==> src/shared/usf_pkg.sv <==
/*
 * constants, types and helpers shared by the serial port with fifos.
 * assumes one system clock; software side drives plain strobes and ports.
 */
// Contract
// divisor is 16-bit integer plus 6-bit fraction
// oversample tick at 16x baud, tx divides by 16
// software rounds fraction as int(frac*64+0.5)
// divisor and line control latch together on line write
// software writes divisors, then line control
// separate tx and rx enables, both set after reset
// software disables module before reprogramming control
// disable finishes the current character first
// start, data lsb first, parity, stop bits
// 5 to 8 bits, four parity modes, 1-2 stops
// frames sent back to back until tx fifo empty
// busy from tx data until last stop sent
// start rechecked on eighth tick, false start dropped
// data sampled every sixteenth tick, then parity
// stop low gives framing error, word stored with flags
// overrun, parity, framing, break attached to each word
// 16-entry fifos, 12-bit read, 8-bit write
// fifos one deep until fifo enable set; the rx side still holds three words, two more in the read skid
// empty/full flags and overrun status bit reported
// per-fifo trigger level, eighths one to seven
// both trigger levels half after reset
// generator reaches up to 1.25 Mbit/s
// sources masked individually, ORed into one request
// timeout after 32 idle bit times with data waiting
// clear bit clears raw and masked status
// loopback routes tx stream into receiver
// overrun on full rx fifo keeps old contents
package usf_pkg;

	// ----------------------------------------
	// sizes and counts
	// ----------------------------------------
	localparam int DATA_W = 8;
	localparam int DIV_INT_W = 16;
	localparam int DIV_FRAC_W = 6;
	localparam int FIFO_DEPTH = 16;
	localparam int BUF_DEPTH = 2;
	localparam int OS_RATE = 16;
	localparam int IRQ_N = 7;
	localparam logic [3:0] OS_LAST = 4'hf;
	localparam logic [3:0] START_CHECK = 4'h7;
	localparam int RT_BITS = 32;
	localparam int RT_W = 10;
	localparam logic [RT_W-1:0] RT_LAST = RT_W'(RT_BITS * OS_RATE);
	localparam int CLK_HZ = 50_000_000;
	localparam int MAX_BAUD = 1_250_000;
	localparam int MIN_DIV_INT = CLK_HZ / (OS_RATE * MAX_BAUD);

	// ----------------------------------------
	// interrupt source positions
	// ----------------------------------------
	localparam int IRQ_RX = 0;
	localparam int IRQ_TX = 1;
	localparam int IRQ_RT = 2;
	localparam int IRQ_FE = 3;
	localparam int IRQ_PE = 4;
	localparam int IRQ_BE = 5;
	localparam int IRQ_OE = 6;

	// ----------------------------------------
	// trigger level codes
	// ----------------------------------------
	localparam logic [2:0] LVL_1_8 = 3'h0;
	localparam logic [2:0] LVL_1_4 = 3'h1;
	localparam logic [2:0] LVL_1_2 = 3'h2;
	localparam logic [2:0] LVL_3_4 = 3'h3;
	localparam logic [2:0] LVL_7_8 = 3'h4;

	// ----------------------------------------
	// types
	// ----------------------------------------
	typedef struct packed {
		logic stick;
		logic [1:0] wlen;
		logic fifo_en;
		logic two_stop;
		logic even;
		logic par_en;
		logic brk;
	} usf_lcr_s;

	typedef struct packed {
		logic [DIV_INT_W-1:0] div_int;
		logic [DIV_FRAC_W-1:0] div_frac;
		usf_lcr_s lcr;
	} usf_cfg_s;

	typedef struct packed {
		logic loopback;
		logic rx_en;
		logic tx_en;
		logic module_en;
	} usf_ctl_s;

	typedef struct packed {
		logic [2:0] tx_sel;
		logic [2:0] rx_sel;
	} usf_lvl_s;

	typedef struct packed {
		logic brk;
		logic fr;
		logic par;
		logic ovr;
		logic [DATA_W-1:0] data;
	} usf_rxw_s;

	typedef struct packed {
		logic busy;
		logic rx_fifo_full_flag;
		logic tx_fifo_empty_flag;
		logic tx_fifo_full_flag;
		logic rx_fifo_empty_flag;
	} usf_flag_s;

	typedef enum logic [2:0] {TX_IDLE, TX_START, TX_DATA, TX_PAR, TX_STOP}
		usf_tx_e;
	typedef enum logic [2:0] {RX_IDLE, RX_START, RX_DATA, RX_PAR, RX_STOP}
		usf_rx_e;

	// ----------------------------------------
	// reset values
	// ----------------------------------------
	localparam usf_cfg_s CFG_RST = '0;
	localparam usf_ctl_s CTL_RST = '{loopback: 1'b0, rx_en: 1'b1,
		tx_en: 1'b1, module_en: 1'b0};
	localparam usf_lvl_s LVL_RST = '{tx_sel: LVL_1_2, rx_sel: LVL_1_2};

	// parity bit for the configured word length and mode
	function automatic logic par_bit(input logic [7:0] d,
		input usf_lcr_s l);
		logic [7:0] m;
		m = d & (8'hff >> (2'd3 - l.wlen));
		if (l.stick)
			par_bit = ~l.even;
		else
			par_bit = l.even ? ^m : ~^m;
	endfunction

endpackage

==> src/usf_baud.sv <==
/*
 * fractional divider giving the 16x oversample tick.
 * assumes the divisor is held steady between line control writes.
 */
`timescale 1ns/1ps
module usf_baud import usf_pkg::*; (
	// clock and reset
	input wire logic mclk,
	input wire logic resetn,
	// divisor
	input wire logic [DIV_INT_W-1:0] div_int,
	input wire logic [DIV_FRAC_W-1:0] div_frac,
	// tick
	output logic oversample_tick
);
	logic [DIV_INT_W-1:0] cnt_q, cnt_d;
	logic [DIV_FRAC_W-1:0] acc_q, acc_d;
	logic tick_q, tick_d;
	logic [DIV_FRAC_W:0] sum;

	// fraction accumulates in 1/64 steps and stretches a period by one
	always_comb begin
		sum = {1'b0, acc_q} + {1'b0, div_frac};
		cnt_d = cnt_q;
		acc_d = acc_q;
		tick_d = 1'b0;
		if (div_int == '0) begin
			cnt_d = '0;
		end else if (cnt_q == '0) begin
			tick_d = 1'b1;
			acc_d = sum[DIV_FRAC_W-1:0];
			cnt_d = div_int - 1'b1 + DIV_INT_W'(sum[DIV_FRAC_W]);
		end else begin
			cnt_d = cnt_q - 1'b1;
		end
	end

	always_ff @(posedge mclk) begin
		if (!resetn) begin
			cnt_q <= '0;
			acc_q <= '0;
			tick_q <= 1'b0;
		end else begin
			cnt_q <= cnt_d;
			acc_q <= acc_d;
			tick_q <= tick_d;
		end
	end

	assign oversample_tick = tick_q;
endmodule

==> src/usf_fifo.sv <==
/*
 * show-ahead fifo whose head word sits in an output register.
 * assumes lim never exceeds depth and is lowered only when empty.
 */
`timescale 1ns/1ps
module usf_fifo import usf_pkg::*; #(
	parameter int W = 8,
	parameter int DEPTH = 16,
	parameter int LW = $clog2(DEPTH + 1)
) (
	// clock and reset
	input wire logic mclk,
	input wire logic resetn,
	// usable depth
	input wire logic [LW-1:0] lim,
	// fill side
	input wire logic in_valid,
	input wire logic [W-1:0] in_data,
	output logic in_ready,
	// drain side
	output logic out_valid,
	output logic [W-1:0] out_data,
	input wire logic out_ready,
	// occupancy
	output logic [LW-1:0] level
);
	localparam int AW = (DEPTH > 1) ? $clog2(DEPTH) : 1;
	logic [W-1:0] mem_q [DEPTH];
	logic [AW-1:0] wp_q, wp_d, rp_q, rp_d;
	logic [LW-1:0] cnt_q, cnt_d;
	logic ov_q, ov_d, full_q, full_d;
	logic [W-1:0] od_q, od_d;
	logic push, pop, room, take, byp, wr;

	always_comb begin
		push = in_valid & ~full_q;
		pop = ov_q & out_ready;
		room = ~ov_q | pop;
		take = room & (cnt_q != '0);
		byp = room & (cnt_q == '0) & push;
		wr = push & ~byp;
		cnt_d = cnt_q + LW'(wr) - LW'(take);
		ov_d = (take | byp) ? 1'b1 : (pop ? 1'b0 : ov_q);
		od_d = take ? mem_q[rp_q] : (byp ? in_data : od_q);
		wp_d = wp_q;
		if (wr)
			wp_d = (wp_q == AW'(DEPTH - 1)) ? '0 : wp_q + 1'b1;
		rp_d = rp_q;
		if (take)
			rp_d = (rp_q == AW'(DEPTH - 1)) ? '0 : rp_q + 1'b1;
		// full is registered so the fill side sees a clean ready
		full_d = (cnt_d + LW'(ov_d)) >= lim;
	end

	always_ff @(posedge mclk) begin
		if (!resetn) begin
			wp_q <= '0;
			rp_q <= '0;
			cnt_q <= '0;
			ov_q <= 1'b0;
			od_q <= '0;
			full_q <= 1'b0;
		end else begin
			wp_q <= wp_d;
			rp_q <= rp_d;
			cnt_q <= cnt_d;
			ov_q <= ov_d;
			od_q <= od_d;
			full_q <= full_d;
		end
		if (wr)
			mem_q[wp_q] <= in_data;
	end

	assign in_ready = ~full_q;
	assign out_valid = ov_q;
	assign out_data = od_q;
	assign level = cnt_q + LW'(ov_q);
endmodule

==> src/usf_uart.sv <==
/*
 * serial transmitter and receiver with fifos, divider and interrupt.
 * assumes software drives plain strobes; serial_rx_in is asynchronous.
 */
`timescale 1ns/1ps
module usf_uart import usf_pkg::*; #(
	parameter int DEPTH = FIFO_DEPTH,
	parameter int LW = $clog2(FIFO_DEPTH + 1)
) (
	// clock and reset
	input wire logic mclk,
	input wire logic resetn,
	// transmit data
	input wire logic tx_wvalid,
	input wire logic [DATA_W-1:0] tx_wdata,
	output logic tx_wready,
	// receive data
	output logic rd_valid,
	output usf_rxw_s rd_word,
	input wire logic rd_ready,
	// configuration writes
	input wire logic int_div_we,
	input wire logic [DIV_INT_W-1:0] int_div_wdata,
	input wire logic frac_div_we,
	input wire logic [DIV_FRAC_W-1:0] frac_div_wdata,
	input wire logic lcr_we,
	input wire usf_lcr_s lcr_wdata,
	input wire logic ctl_we,
	input wire usf_ctl_s ctl_wdata,
	input wire logic lvl_we,
	input wire usf_lvl_s lvl_wdata,
	// interrupts
	input wire logic [IRQ_N-1:0] irq_mask,
	input wire logic [IRQ_N-1:0] irq_clear,
	input wire logic err_clear,
	output logic [IRQ_N-1:0] raw_irq,
	output logic irq,
	// status
	output usf_flag_s flags,
	output logic overrun_status,
	// serial line
	input wire logic serial_rx_in,
	output logic serial_tx_out
);
	// ----------------------------------------
	// control state
	// ----------------------------------------
	usf_cfg_s cfg_q, cfg_d;
	usf_ctl_s ctl_q, ctl_d;
	usf_lvl_s lvl_q, lvl_d;
	logic [DIV_INT_W-1:0] ibrd_q, ibrd_d;
	logic [DIV_FRAC_W-1:0] fbrd_q, fbrd_d;
	logic [LW-1:0] lim;

	always_comb begin
		ibrd_d = int_div_we ? int_div_wdata : ibrd_q;
		fbrd_d = frac_div_we ? frac_div_wdata : fbrd_q;
		cfg_d = cfg_q;
		// divisor writes wait in shadows until the line write
		if (lcr_we)
			cfg_d = '{div_int: ibrd_d, div_frac: fbrd_d,
				lcr: lcr_wdata};
		ctl_d = ctl_we ? ctl_wdata : ctl_q;
		lvl_d = lvl_we ? lvl_wdata : lvl_q;
		lim = cfg_q.lcr.fifo_en ? LW'(DEPTH) : LW'(1);
	end

	always_ff @(posedge mclk) begin
		if (!resetn) begin
			cfg_q <= CFG_RST;
			ctl_q <= CTL_RST;
			lvl_q <= LVL_RST;
			ibrd_q <= '0;
			fbrd_q <= '0;
		end else begin
			cfg_q <= cfg_d;
			ctl_q <= ctl_d;
			lvl_q <= lvl_d;
			ibrd_q <= ibrd_d;
			fbrd_q <= fbrd_d;
		end
	end

	// ----------------------------------------
	// divider and fifos
	// ----------------------------------------
	logic tick;
	logic txf_ov, rxf_ir, rxf_ov, buf_ir, tx_pop, rxw_v_q;
	logic [DATA_W-1:0] txf_od;
	usf_rxw_s rxw_q, rxf_od;
	logic [LW-1:0] tx_lvl, rx_lvl;

	usf_baud u_baud (
		.mclk(mclk), .resetn(resetn),
		.div_int(cfg_q.div_int), .div_frac(cfg_q.div_frac),
		.oversample_tick(tick)
	);

	usf_fifo #(.W(DATA_W), .DEPTH(DEPTH)) u_txf (
		.mclk(mclk), .resetn(resetn), .lim(lim),
		.in_valid(tx_wvalid), .in_data(tx_wdata), .in_ready(tx_wready),
		.out_valid(txf_ov), .out_data(txf_od), .out_ready(tx_pop),
		.level(tx_lvl)
	);

	usf_fifo #(.W($bits(usf_rxw_s)), .DEPTH(DEPTH)) u_rxf (
		.mclk(mclk), .resetn(resetn), .lim(lim),
		.in_valid(rxw_v_q), .in_data(rxw_q), .in_ready(rxf_ir),
		.out_valid(rxf_ov), .out_data(rxf_od), .out_ready(buf_ir),
		.level(rx_lvl)
	);

	// two-entry skid holds two more words before a reader stall drops one
	usf_fifo #(.W($bits(usf_rxw_s)), .DEPTH(BUF_DEPTH)) u_buf (
		.mclk(mclk), .resetn(resetn), .lim(2'(BUF_DEPTH)),
		.in_valid(rxf_ov), .in_data(rxf_od), .in_ready(buf_ir),
		.out_valid(rd_valid), .out_data(rd_word), .out_ready(rd_ready),
		.level()
	);

	// ----------------------------------------
	// transmitter
	// ----------------------------------------
	usf_tx_e tst_q, tst_d;
	logic [DATA_W-1:0] tsh_q, tsh_d;
	logic [3:0] tcnt_q, tcnt_d;
	logic [2:0] tbit_q, tbit_d;
	logic tpar_q, tpar_d, tstop2_q, tstop2_d, txo_q, txo_d, tx_line_q;
	logic tend;

	always_comb begin
		tst_d = tst_q;
		tsh_d = tsh_q;
		tbit_d = tbit_q;
		tpar_d = tpar_q;
		tstop2_d = tstop2_q;
		txo_d = txo_q;
		tcnt_d = tick ? tcnt_q + 4'h1 : tcnt_q;
		tend = tick & (tcnt_q == OS_LAST);
		// enable only gates the start of a frame
		tx_pop = (tst_q == TX_IDLE) & txf_ov &
			ctl_q.module_en & ctl_q.tx_en;
		case (tst_q)
		TX_IDLE: begin
			txo_d = 1'b1;
			if (tx_pop) begin
				tst_d = TX_START;
				tsh_d = txf_od;
				tpar_d = par_bit(txf_od, cfg_q.lcr);
				tcnt_d = '0;
				txo_d = 1'b0;
			end
		end
		TX_START: if (tend) begin
			tst_d = TX_DATA;
			tbit_d = '0;
			txo_d = tsh_q[0];
		end
		TX_DATA: if (tend) begin
			if (tbit_q == 3'd4 + {1'b0, cfg_q.lcr.wlen}) begin
				tst_d = cfg_q.lcr.par_en ? TX_PAR : TX_STOP;
				txo_d = cfg_q.lcr.par_en ? tpar_q : 1'b1;
				tstop2_d = cfg_q.lcr.two_stop;
			end else begin
				tbit_d = tbit_q + 3'd1;
				tsh_d = tsh_q >> 1;
				txo_d = tsh_q[1];
			end
		end
		TX_PAR: if (tend) begin
			tst_d = TX_STOP;
			txo_d = 1'b1;
		end
		TX_STOP: if (tend) begin
			if (tstop2_q)
				tstop2_d = 1'b0;
			else
				tst_d = TX_IDLE;
		end
		default: tst_d = TX_IDLE;
		endcase
	end

	always_ff @(posedge mclk) begin
		if (!resetn) begin
			tst_q <= TX_IDLE;
			tsh_q <= '0;
			tcnt_q <= '0;
			tbit_q <= '0;
			tpar_q <= 1'b0;
			tstop2_q <= 1'b0;
			txo_q <= 1'b1;
			tx_line_q <= 1'b1;
		end else begin
			tst_q <= tst_d;
			tsh_q <= tsh_d;
			tcnt_q <= tcnt_d;
			tbit_q <= tbit_d;
			tpar_q <= tpar_d;
			tstop2_q <= tstop2_d;
			txo_q <= txo_d;
			tx_line_q <= txo_d & ~cfg_q.lcr.brk;
		end
	end

	assign serial_tx_out = tx_line_q;

	// ----------------------------------------
	// receiver
	// ----------------------------------------
	usf_rx_e rst_q, rst_d;
	logic [2:0] sync_q;
	logic rl_q, rl_d, rprev_q, rx_in;
	logic [3:0] rcnt_q, rcnt_d;
	logic [2:0] rbit_q, rbit_d;
	logic [DATA_W-1:0] rsh_q, rsh_d;
	logic rpe_q, rpe_d, rpb_q, rpb_d, rxw_v_d, ovr_pend_q, ovr_pend_d;
	usf_rxw_s rxw_d;
	logic rmid;

	always_comb begin
		// the line level changes only once two later stages agree
		rl_d = (sync_q[1] == sync_q[2]) ? sync_q[2] : rl_q;
		rx_in = ctl_q.loopback ? tx_line_q : rl_q;
		rst_d = rst_q;
		rbit_d = rbit_q;
		rsh_d = rsh_q;
		rpe_d = rpe_q;
		rpb_d = rpb_q;
		rxw_v_d = 1'b0;
		rxw_d = rxw_q;
		rcnt_d = tick ? rcnt_q + 4'h1 : rcnt_q;
		rmid = tick & (rcnt_q == OS_LAST);
		case (rst_q)
		RX_IDLE: if (rprev_q & ~rx_in & ctl_q.module_en & ctl_q.rx_en) begin
			rst_d = RX_START;
			rcnt_d = '0;
			rsh_d = '0;
			rpe_d = 1'b0;
			rpb_d = 1'b0;
		end
		RX_START: if (tick & (rcnt_q == START_CHECK)) begin
			rst_d = rx_in ? RX_IDLE : RX_DATA;
			rcnt_d = '0;
			rbit_d = '0;
		end
		RX_DATA: if (rmid) begin
			rsh_d[rbit_q] = rx_in;
			rbit_d = rbit_q + 3'd1;
			if (rbit_q == 3'd4 + {1'b0, cfg_q.lcr.wlen})
				rst_d = cfg_q.lcr.par_en ? RX_PAR : RX_STOP;
		end
		RX_PAR: if (rmid) begin
			rst_d = RX_STOP;
			rpb_d = rx_in;
			rpe_d = rx_in != par_bit(rsh_q, cfg_q.lcr);
		end
		RX_STOP: if (rmid) begin
			rst_d = RX_IDLE;
			rxw_v_d = 1'b1;
			rxw_d.data = rsh_q;
			rxw_d.fr = ~rx_in;
			rxw_d.par = rpe_q;
			rxw_d.brk = ~rx_in & (rsh_q == '0) & ~rpb_q;
			rxw_d.ovr = ovr_pend_q;
		end
		default: rst_d = RX_IDLE;
		endcase
		// full fifo keeps its words; the new one is lost
		ovr_pend_d = ovr_pend_q;
		if (rxw_v_q & rxf_ir)
			ovr_pend_d = 1'b0;
		if (rxw_v_q & ~rxf_ir)
			ovr_pend_d = 1'b1;
	end

	always_ff @(posedge mclk) begin
		if (!resetn) begin
			sync_q <= 3'h7;
			rl_q <= 1'b1;
			rprev_q <= 1'b1;
			rst_q <= RX_IDLE;
			rcnt_q <= '0;
			rbit_q <= '0;
			rsh_q <= '0;
			rpe_q <= 1'b0;
			rpb_q <= 1'b0;
			rxw_v_q <= 1'b0;
			rxw_q <= '0;
			ovr_pend_q <= 1'b0;
		end else begin
			sync_q <= {sync_q[1:0], serial_rx_in};
			rl_q <= rl_d;
			rprev_q <= rx_in;
			rst_q <= rst_d;
			rcnt_q <= rcnt_d;
			rbit_q <= rbit_d;
			rsh_q <= rsh_d;
			rpe_q <= rpe_d;
			rpb_q <= rpb_d;
			rxw_v_q <= rxw_v_d;
			rxw_q <= rxw_d;
			ovr_pend_q <= ovr_pend_d;
		end
	end

	// ----------------------------------------
	// flags, timeout and interrupt
	// ----------------------------------------
	usf_flag_s flags_q, flags_d;
	logic [IRQ_N-1:0] ris_q, ris_d, set;
	logic [RT_W-1:0] rt_q, rt_d;
	logic ovs_q, ovs_d, irq_q, irq_d, txh_q, rxh_q, txh, rxh, rx_empty;

	function automatic logic [LW-1:0] trig(input logic [2:0] s);
		case (s)
		LVL_1_8: trig = LW'(DEPTH / 8);
		LVL_1_4: trig = LW'(DEPTH / 4);
		LVL_3_4: trig = LW'(DEPTH * 3 / 4);
		LVL_7_8: trig = LW'(DEPTH * 7 / 8);
		default: trig = LW'(DEPTH / 2);
		endcase
	endfunction

	always_comb begin
		rx_empty = ~rxf_ov & ~rd_valid;
		flags_d.busy = txf_ov | (tst_q != TX_IDLE);
		flags_d.tx_fifo_empty_flag = ~txf_ov;
		flags_d.tx_fifo_full_flag = ~tx_wready;
		flags_d.rx_fifo_empty_flag = rx_empty;
		flags_d.rx_fifo_full_flag = ~rxf_ir;
		ovs_d = (ovs_q & ~err_clear) | (rxw_v_q & ~rxf_ir);
		txh = tx_lvl <= trig(lvl_q.tx_sel);
		rxh = rx_lvl >= trig(lvl_q.rx_sel);
		// timeout counts idle ticks while a word waits
		rt_d = rt_q;
		if (rx_empty | rxw_v_q | rst_q != RX_IDLE)
			rt_d = '0;
		else if (tick & rt_q != RT_LAST)
			rt_d = rt_q + 1'b1;
		set = '0;
		set[IRQ_TX] = txh & ~txh_q;
		set[IRQ_RX] = rxh & ~rxh_q;
		set[IRQ_RT] = tick & (rt_q == RT_LAST - 1'b1);
		set[IRQ_FE] = rxw_v_q & rxw_q.fr;
		set[IRQ_PE] = rxw_v_q & rxw_q.par;
		set[IRQ_BE] = rxw_v_q & rxw_q.brk;
		set[IRQ_OE] = rxw_v_q & ~rxf_ir;
		// a new event outranks a clear in the same cycle
		ris_d = (ris_q & ~irq_clear) | set;
		if (rx_empty)
			ris_d[IRQ_RT] = 1'b0;
		irq_d = |(ris_q & irq_mask);
	end

	always_ff @(posedge mclk) begin
		if (!resetn) begin
			flags_q <= '{busy: 1'b0, rx_fifo_full_flag: 1'b0, tx_fifo_empty_flag: 1'b1, tx_fifo_full_flag: 1'b0,
				rx_fifo_empty_flag: 1'b1};
			ris_q <= '0;
			rt_q <= '0;
			ovs_q <= 1'b0;
			irq_q <= 1'b0;
			txh_q <= 1'b0;
			rxh_q <= 1'b0;
		end else begin
			flags_q <= flags_d;
			ris_q <= ris_d;
			rt_q <= rt_d;
			ovs_q <= ovs_d;
			irq_q <= irq_d;
			txh_q <= txh;
			rxh_q <= rxh;
		end
	end

	assign flags = flags_q;
	assign raw_irq = ris_q;
	assign irq = irq_q;
	assign overrun_status = ovs_q;
endmodule

==> config.mk <==
export PLATFORM = sky130hd
export DESIGN_NAME = usf_uart
export DESIGN_NICKNAME = d
export VERILOG_FILES = /design/src/shared/usf_pkg.sv /design/src/usf_baud.sv /design/src/usf_fifo.sv /design/src/usf_uart.sv
export SDC_FILE = /design/constraint.sdc
export NUM_CORES = 1
export LEC_CHECK = 0
export BUFFER_PORTS_ARGS = -buffer_cell sky130_fd_sc_hd__buf_2
export CAP_MARGIN = 10
export CORE_MARGIN = 3
export CORE_UTILIZATION = 50
export DETAILED_ROUTE_END_ITERATION = 7
export GPL_ROUTABILITY_DRIVEN = 1
export PLACE_DENSITY = 0.67
export SLEW_MARGIN = 20
export SYNTH_ARGS = -nofsm -noshare
export SYNTH_HDL_FRONTEND = slang
export SYNTH_HIERARCHICAL = 1
export SYNTH_SLANG_ARGS = --single-unit
==> constraint.sdc <==
create_clock -name mclk -period 4.95 [get_ports mclk]
set_clock_uncertainty 0.15 [all_clocks]
set_input_delay 0.495 -clock mclk [delete_from_list [all_inputs] [get_ports mclk]]
set_output_delay 0.495 -clock mclk [all_outputs]
set_load 0.03 [all_outputs]
==> flow_summary.toml, run 1 <==
[status]
status = "completed"

[critical_path]
reg2reg_from = "tst_q[0]"
crit_path_end = "u_txf/full_q"
worstPathArrival_ps = 4620
required_ps = 5300
critPathMaxFanout = 13
reg2reg_to = "u_txf/full_q"
worst-setup-path-type = "flip-flop to flip-flop"
startpoint_type = "flip-flop"
cp-startpoint = "tst_q[0]"
cp-end-kind = "flip-flop"
r2r_slack_ps = 690
r2r_cells = 19

[place]
io_buffers = 101
dpl_worst_slack_ps = 700
gp_congestion = 0.839
placed_area_sq_um = 26500
dp_hpwl_um = 36200

[drt]
wl_um = 54700
ant_nets = 0
dr.pass1.iters = 5
drc = 0
routedWlPerCell_um = 19.4
drtIter0Drc = 1091
num_vias = 15892
vias_per_cell = 5.65

[cts]
cts_tree = "built"
cts_buffer_depth = 3
insertion_delay_ps = 630
cts.sink_count = 593
cts-buffers-inserted = 61
cts_root_buf = "clkbuf_16"
clkTransAtPathRegs_ps = 60
cts-htree-levels = 2
cts_setup_buffers = 0

[sta]
period_share = 0.862
rsz0062_at_grt = "no"
tightest_slew_ps = 1080
relSlewSlack = 0.262
fmax_ghz = 0.234
finalSetupTns_ps = 0
drv_slew = 0
finalSetupViolCount = 0
hold_violations = 0
min_period_ps = 4260
layout_setup_ws_ps = 685

[die]
die_h_um = 231
start_util = 0.512
die-width_um = 231
boundaryPins = 102
die-area_sq_um = 53500
fp.coreArea_sq_um = 49600
rows = 81

[final_layout]
insertedDiodeCount = 0
drive_gt1_frac = 0.180
area_growth_pct = 14.4
layout.nets = 2244
final_area_sq_um = 29000

[hold_path]
hold_path.class = "input port to flip-flop"

[grt]
met1_usage = 0.276
met3_usage = 0.0328
grt_usage = 0.205
grt_max_degree = 93
grt_pass1_wl_um = 87200
grt.busiest_layer = "met2"
antenna_found_initial = 0
grt_pass1_vias = 15975
grt_util_met2 = 0.351
grt.overflow.total = 0

[power]
p_per_area_nw_per_um2 = 507
p_leak_nw = 10.3
ir_drop_mv = 0.299

[logic_synthesis]
yosysWarningCount = 6
synth_cells = 1941
synth_area_sq_um = 25400
synth_area_per_cell_sq_um = 13.1

[run]
max_cap_viol_count = 0
## flip-flops by register name, summed over array words and instances (netlist names), 7 cells and up, named ones only
signal	count
u_rxf/mem_q	192
u_txf/mem_q	128
cfg_q	30
u_buf/mem_q	24
ibrd_q	16
u_baud/cnt_q	16
rxw_q	12
u_buf/out_data	12
u_rxf/out_data	12
rt_q	10
rsh_q	8
tsh_q	8
u_txf/out_data	8
raw_irq	7
## worst max-delay path, cell delays in order (launching register included)
cell,delay (ps)
dfxtp_1,610
nor3_4,110
nand4_2,140
clkinv_2,130
or2b_2,440
a21oi_2,170
buf_4,180
inv_1,60
ha_1,280
inv_1,60
ha_1,180
inv_1,60
fa_1,520
inv_1,60
ha_1,210
xnor2_1,170
ha_1,240
nor2b_1,120
o21ai_0,150
a21oi_1,90
## stage by stage
stage | power (mW) | cells | hold slack, ps | utilization
after floorplan | 9.29 | 1947 | 236 | -
after global placement | 10.1 | 2651 | 240 | 0.535
after detailed placement | 10.2 | 2651 | 249 | 0.535
after CTS | 14.9 | 2812 | 4.59 | 0.586
after global routing | 15.6 | 2812 | 36.7 | 0.586
final | 14.7 | 2812 | 21.8 | 0.586
## report_power, final
group,internal [mW],switching [mW]
Clock,2.67,1.92
Sequential,5.65,0.548
Combinational,1.90,2.04
## cell usage in the layout, fill, tap and decap left out, drive strengths merged, types with 6 or more instances in the layout
| cell type | n |
|---|---|
| nand3 | 58 |
| xnor2 | 44 |
| inv | 71 |
| and2 | 13 |
| buf | 128 |
| edfxtp | 344 |
| mux2i | 79 |
| a31oi | 9 |
| dlygate4sd3 | 46 |
| nor2 | 184 |
| mux4 | 80 |
| nand2b | 42 |
| o21ai | 59 |
| nand2 | 124 |
| bufinv | 6 |
| clkbuf | 78 |
| clkinv | 25 |
| a2bb2oi | 6 |
| o22ai | 9 |
| nor2b | 34 |
| nand4 | 16 |
| nor3b | 7 |
| and3 | 12 |
| nor3 | 32 |
| ha | 72 |
| conb | 8 |
| nor4 | 13 |
| a211oi | 41 |
| xor2 | 45 |
| mux2 | 20 |
| dfxtp | 249 |
| a311oi | 13 |
| a21oi | 89 |
| clkinvlp | 7 |
| a21o | 7 |
## repair_timing
item | in CTS | in global routing
resized for setup | 0 | 0
endpoints found under the hold margin | 46 | 0
hold buffers | 46 | 0
## cell type report
| cell class | count | area, sq um |
|---|---|---|
| clock inverters | 37 | 402 |
| repair buffers | 174 | 1170 |
| clock buffers | 78 | 1640 |
| flip-flops and latches | 593 | 15300 |
| fillers | 3879 | 20500 |
| well taps | 664 | 831 |
| inverters | 72 | 273 |
| multi-input cells | 1194 | 9410 |
## routing by layer
layer	wire [um]	vias to the layer above
met5	0	-
met4	943	0
met3	3090	69
met2	27000	468
met1	23700	7881
li1	-	7474
## worst min-delay path by stage
stage,start,end,slack (ps),cells after the start
finish,int_div_wdata[4],ibrd_q[4],20,3
global placement,sync_q[0],sync_q[1],240,1
detailed placement,sync_q[0],sync_q[1],250,1
floorplan,sync_q[0],sync_q[1],240,1
CTS,int_div_wdata[4],ibrd_q[4],5,3
global route,irq_mask[3],irq,40,3
Power figures use the tool's default switching activity.
==> inputs of run 2 (changes only) <==
--- a/config.mk
+++ b/config.mk
@@ -12,6 +12,7 @@
 export DETAILED_ROUTE_END_ITERATION = 7
 export GPL_ROUTABILITY_DRIVEN = 1
 export PLACE_DENSITY = 0.67
+export RECOVER_POWER = 100
 export SLEW_MARGIN = 20
 export SYNTH_ARGS = -nofsm -noshare
 export SYNTH_HDL_FRONTEND = slang
==> run 2 against run 1 <==
The run now ends with capacitance limit, slew limit left. Core utilization decreased by 0.56 points. Count of clock-buffer cells in the layout stayed put. Combinational power is 2% lower. Setup slack got worse by 120 ps. Power is 0.53% lower. Sequential power about the same. Die area unchanged. Largest cell class unchanged. Largest power group unchanged. Highest routed layer unchanged.
==> flow_summary.toml, run 2 (synthesized netlist as in run 1, its figures left out) <==
[status]
status = "finished with violations"
violations = "capacitance limit, slew limit"

[power]
ir_drop_mv = 0.299
power_mw = 14.6
switching_share = 0.306
p_sw_mw = 4.48
p_per_area_nw_per_um2 = 509
pwr-share-comb = 0.264
clockPowerShare = 0.313
p_int_mw = 10.2
p_seq_frac = 0.423
p_leak_nw = 10.0

[hold_path]
min_from = "int_div_wdata[4]"
holdPathEnd = "ibrd_q[4]"
hold_path.class = "input port to flip-flop"
hold_depth = 3

[critical_path]
r2r_slack_ps = 570
worstPathArrival_ps = 4730
reg2reg_to = "u_txf/full_q"
startpoint_type = "flip-flop"
critPathMaxFanout = 13
r2r_cells = 18
required_ps = 5300
worst-setup-path-type = "flip-flop to flip-flop"
cp-end-kind = "flip-flop"
reg2reg_from = "tst_q[0]"

[cts]
clkTransAtPathRegs_ps = 60
cts-htree-levels = 2
cts_root_buf = "clkbuf_16"
cts_buffer_depth = 3
insertion_delay_ps = 630
cts_resized = 0
postCtsHoldBufs = 46
cts-buffers-inserted = 61
cts_tree = "built"
cts_setup_buffers = 0
cts.sink_count = 593

[die]
die_h_um = 231
boundaryPins = 102
fp.coreArea_sq_um = 49600
die-area_sq_um = 53500
rows = 81
start_util = 0.512
die-width_um = 231

[final_layout]
finalNonFillerCells = 2812
layout.nets = 2244
regMostFlops = "u_rxf/mem_q"
largest_reg_flops = 192
final_cell_mix = "edfxtp_1 (344), dfxtp_1 (247), nor2_1 (180)"
area_growth_pct = 13.3
final_area_sq_um = 28800
final_core_utilization = 0.580
layout_commonest_cell = "edfxtp_1"
drive_gt1_frac = 0.142
insertedDiodeCount = 0
largestRegisters = "u_rxf/mem_q (192), u_txf/mem_q (128), cfg_q (30)"

[sta]
period_share = 0.885
rsz0062_at_grt = "no"
finalSetupViolCount = 0
min_period_ps = 4380
fmax_ghz = 0.228
finalSetupTns_ps = 0
tightest_slew_ps = 2050
relSlewSlack = -0.366
drv_slew = 103
hold_violations = 0

[grt]
grt_pass1_vias = 15975
grt_pass1_wl_um = 87200
grt_max_degree = 93
grt_usage = 0.205
grt.overflow.total = 0
antenna_found_initial = 0

[place]
io_buffers = 101
gp_congestion = 0.839
dp_hpwl_um = 36200
dp.cells = 2651
placed_area_sq_um = 26500

[drt]
wl_um = 54800
vias_per_cell = 5.67
ant_nets = 0
routedWlPerCell_um = 19.5
drtIter0Drc = 1117
drc = 0
dr.pass1.iters = 5
num_vias = 15937

[run]
max_cap_viol_count = 2
## run 2: cell count changes in the layout (fill, tap and decap cells not counted), sizes merged
cell / change
buf: -60
clkbuf: +60
clkinv: -1
clkinvlp: +1
## run 2: worst max-delay path: stages, from the launching register on
cell,delay [ps]
dfxtp_1,430
nor3_1,450
nand4_2,200
clkinv_2,140
or2b_1,400
nand2_4,130
inv_2,220
ha_1,270
inv_1,60
ha_1,180
inv_1,60
fa_1,520
inv_1,60
ha_1,210
xnor2_1,170
ha_1,240
nor2b_1,120
o21ai_0,150
a21oi_1,90
## run 2: area by class of cell
cell class / instances / area, sq um
clock buffer: 78 / 1640
inverter: 72 / 273
sequential: 593 / 15300
multi-input combinational: 1194 / 9260
tap: 664 / 831
timing repair buffer: 174 / 1040
fill: 3949 / 20800
clock inverter: 37 / 402
## run 2: how the worst max path moves through the flow
stage	from	end	cells past startpoint
floorplan	tst_q[0]	u_txf/full_q	20
global placement	tst_q[0]	u_txf/full_q	19
detailed placement	tst_q[0]	u_txf/full_q	19
CTS	tst_q[0]	u_txf/full_q	19
global route	tst_q[0]	u_txf/full_q	19
finish	tst_q[0]	u_txf/full_q	18
## run 2: stage by stage
step | setup WS (ps) | hold WS [ps]
after floorplan | 1050 | 236
after global placement | 820 | 240
after detailed placement | 700 | 249
after CTS | 670 | 4.59
after global routing | 222 | 36.7
final | 570 | 21.6
## run 2: power by group through the flow
| stage | Clock, mW | Sequential (mW) | Combinational, mW |
|---|---|---|---|
| 2_1_floorplan | 0 | 6.13 | 3.16 |
| 3_3_place_gp | 0 | 6.29 | 3.82 |
| 3_5_place_dp | 0 | 6.32 | 3.91 |
| 4_1_cts | 4.70 | 6.22 | 3.96 |
| 5_1_grt | 4.90 | 6.28 | 4.34 |
| 6_report | 4.58 | 6.20 | 3.86 |
## run 2: routing by layer
metal / GRT usage / routed length (um)
met4: 0.0490 / 1070
met3: 0.0328 / 2960
met5: 0 / 0
met2: 0.351 / 26800
met1: 0.276 / 23900
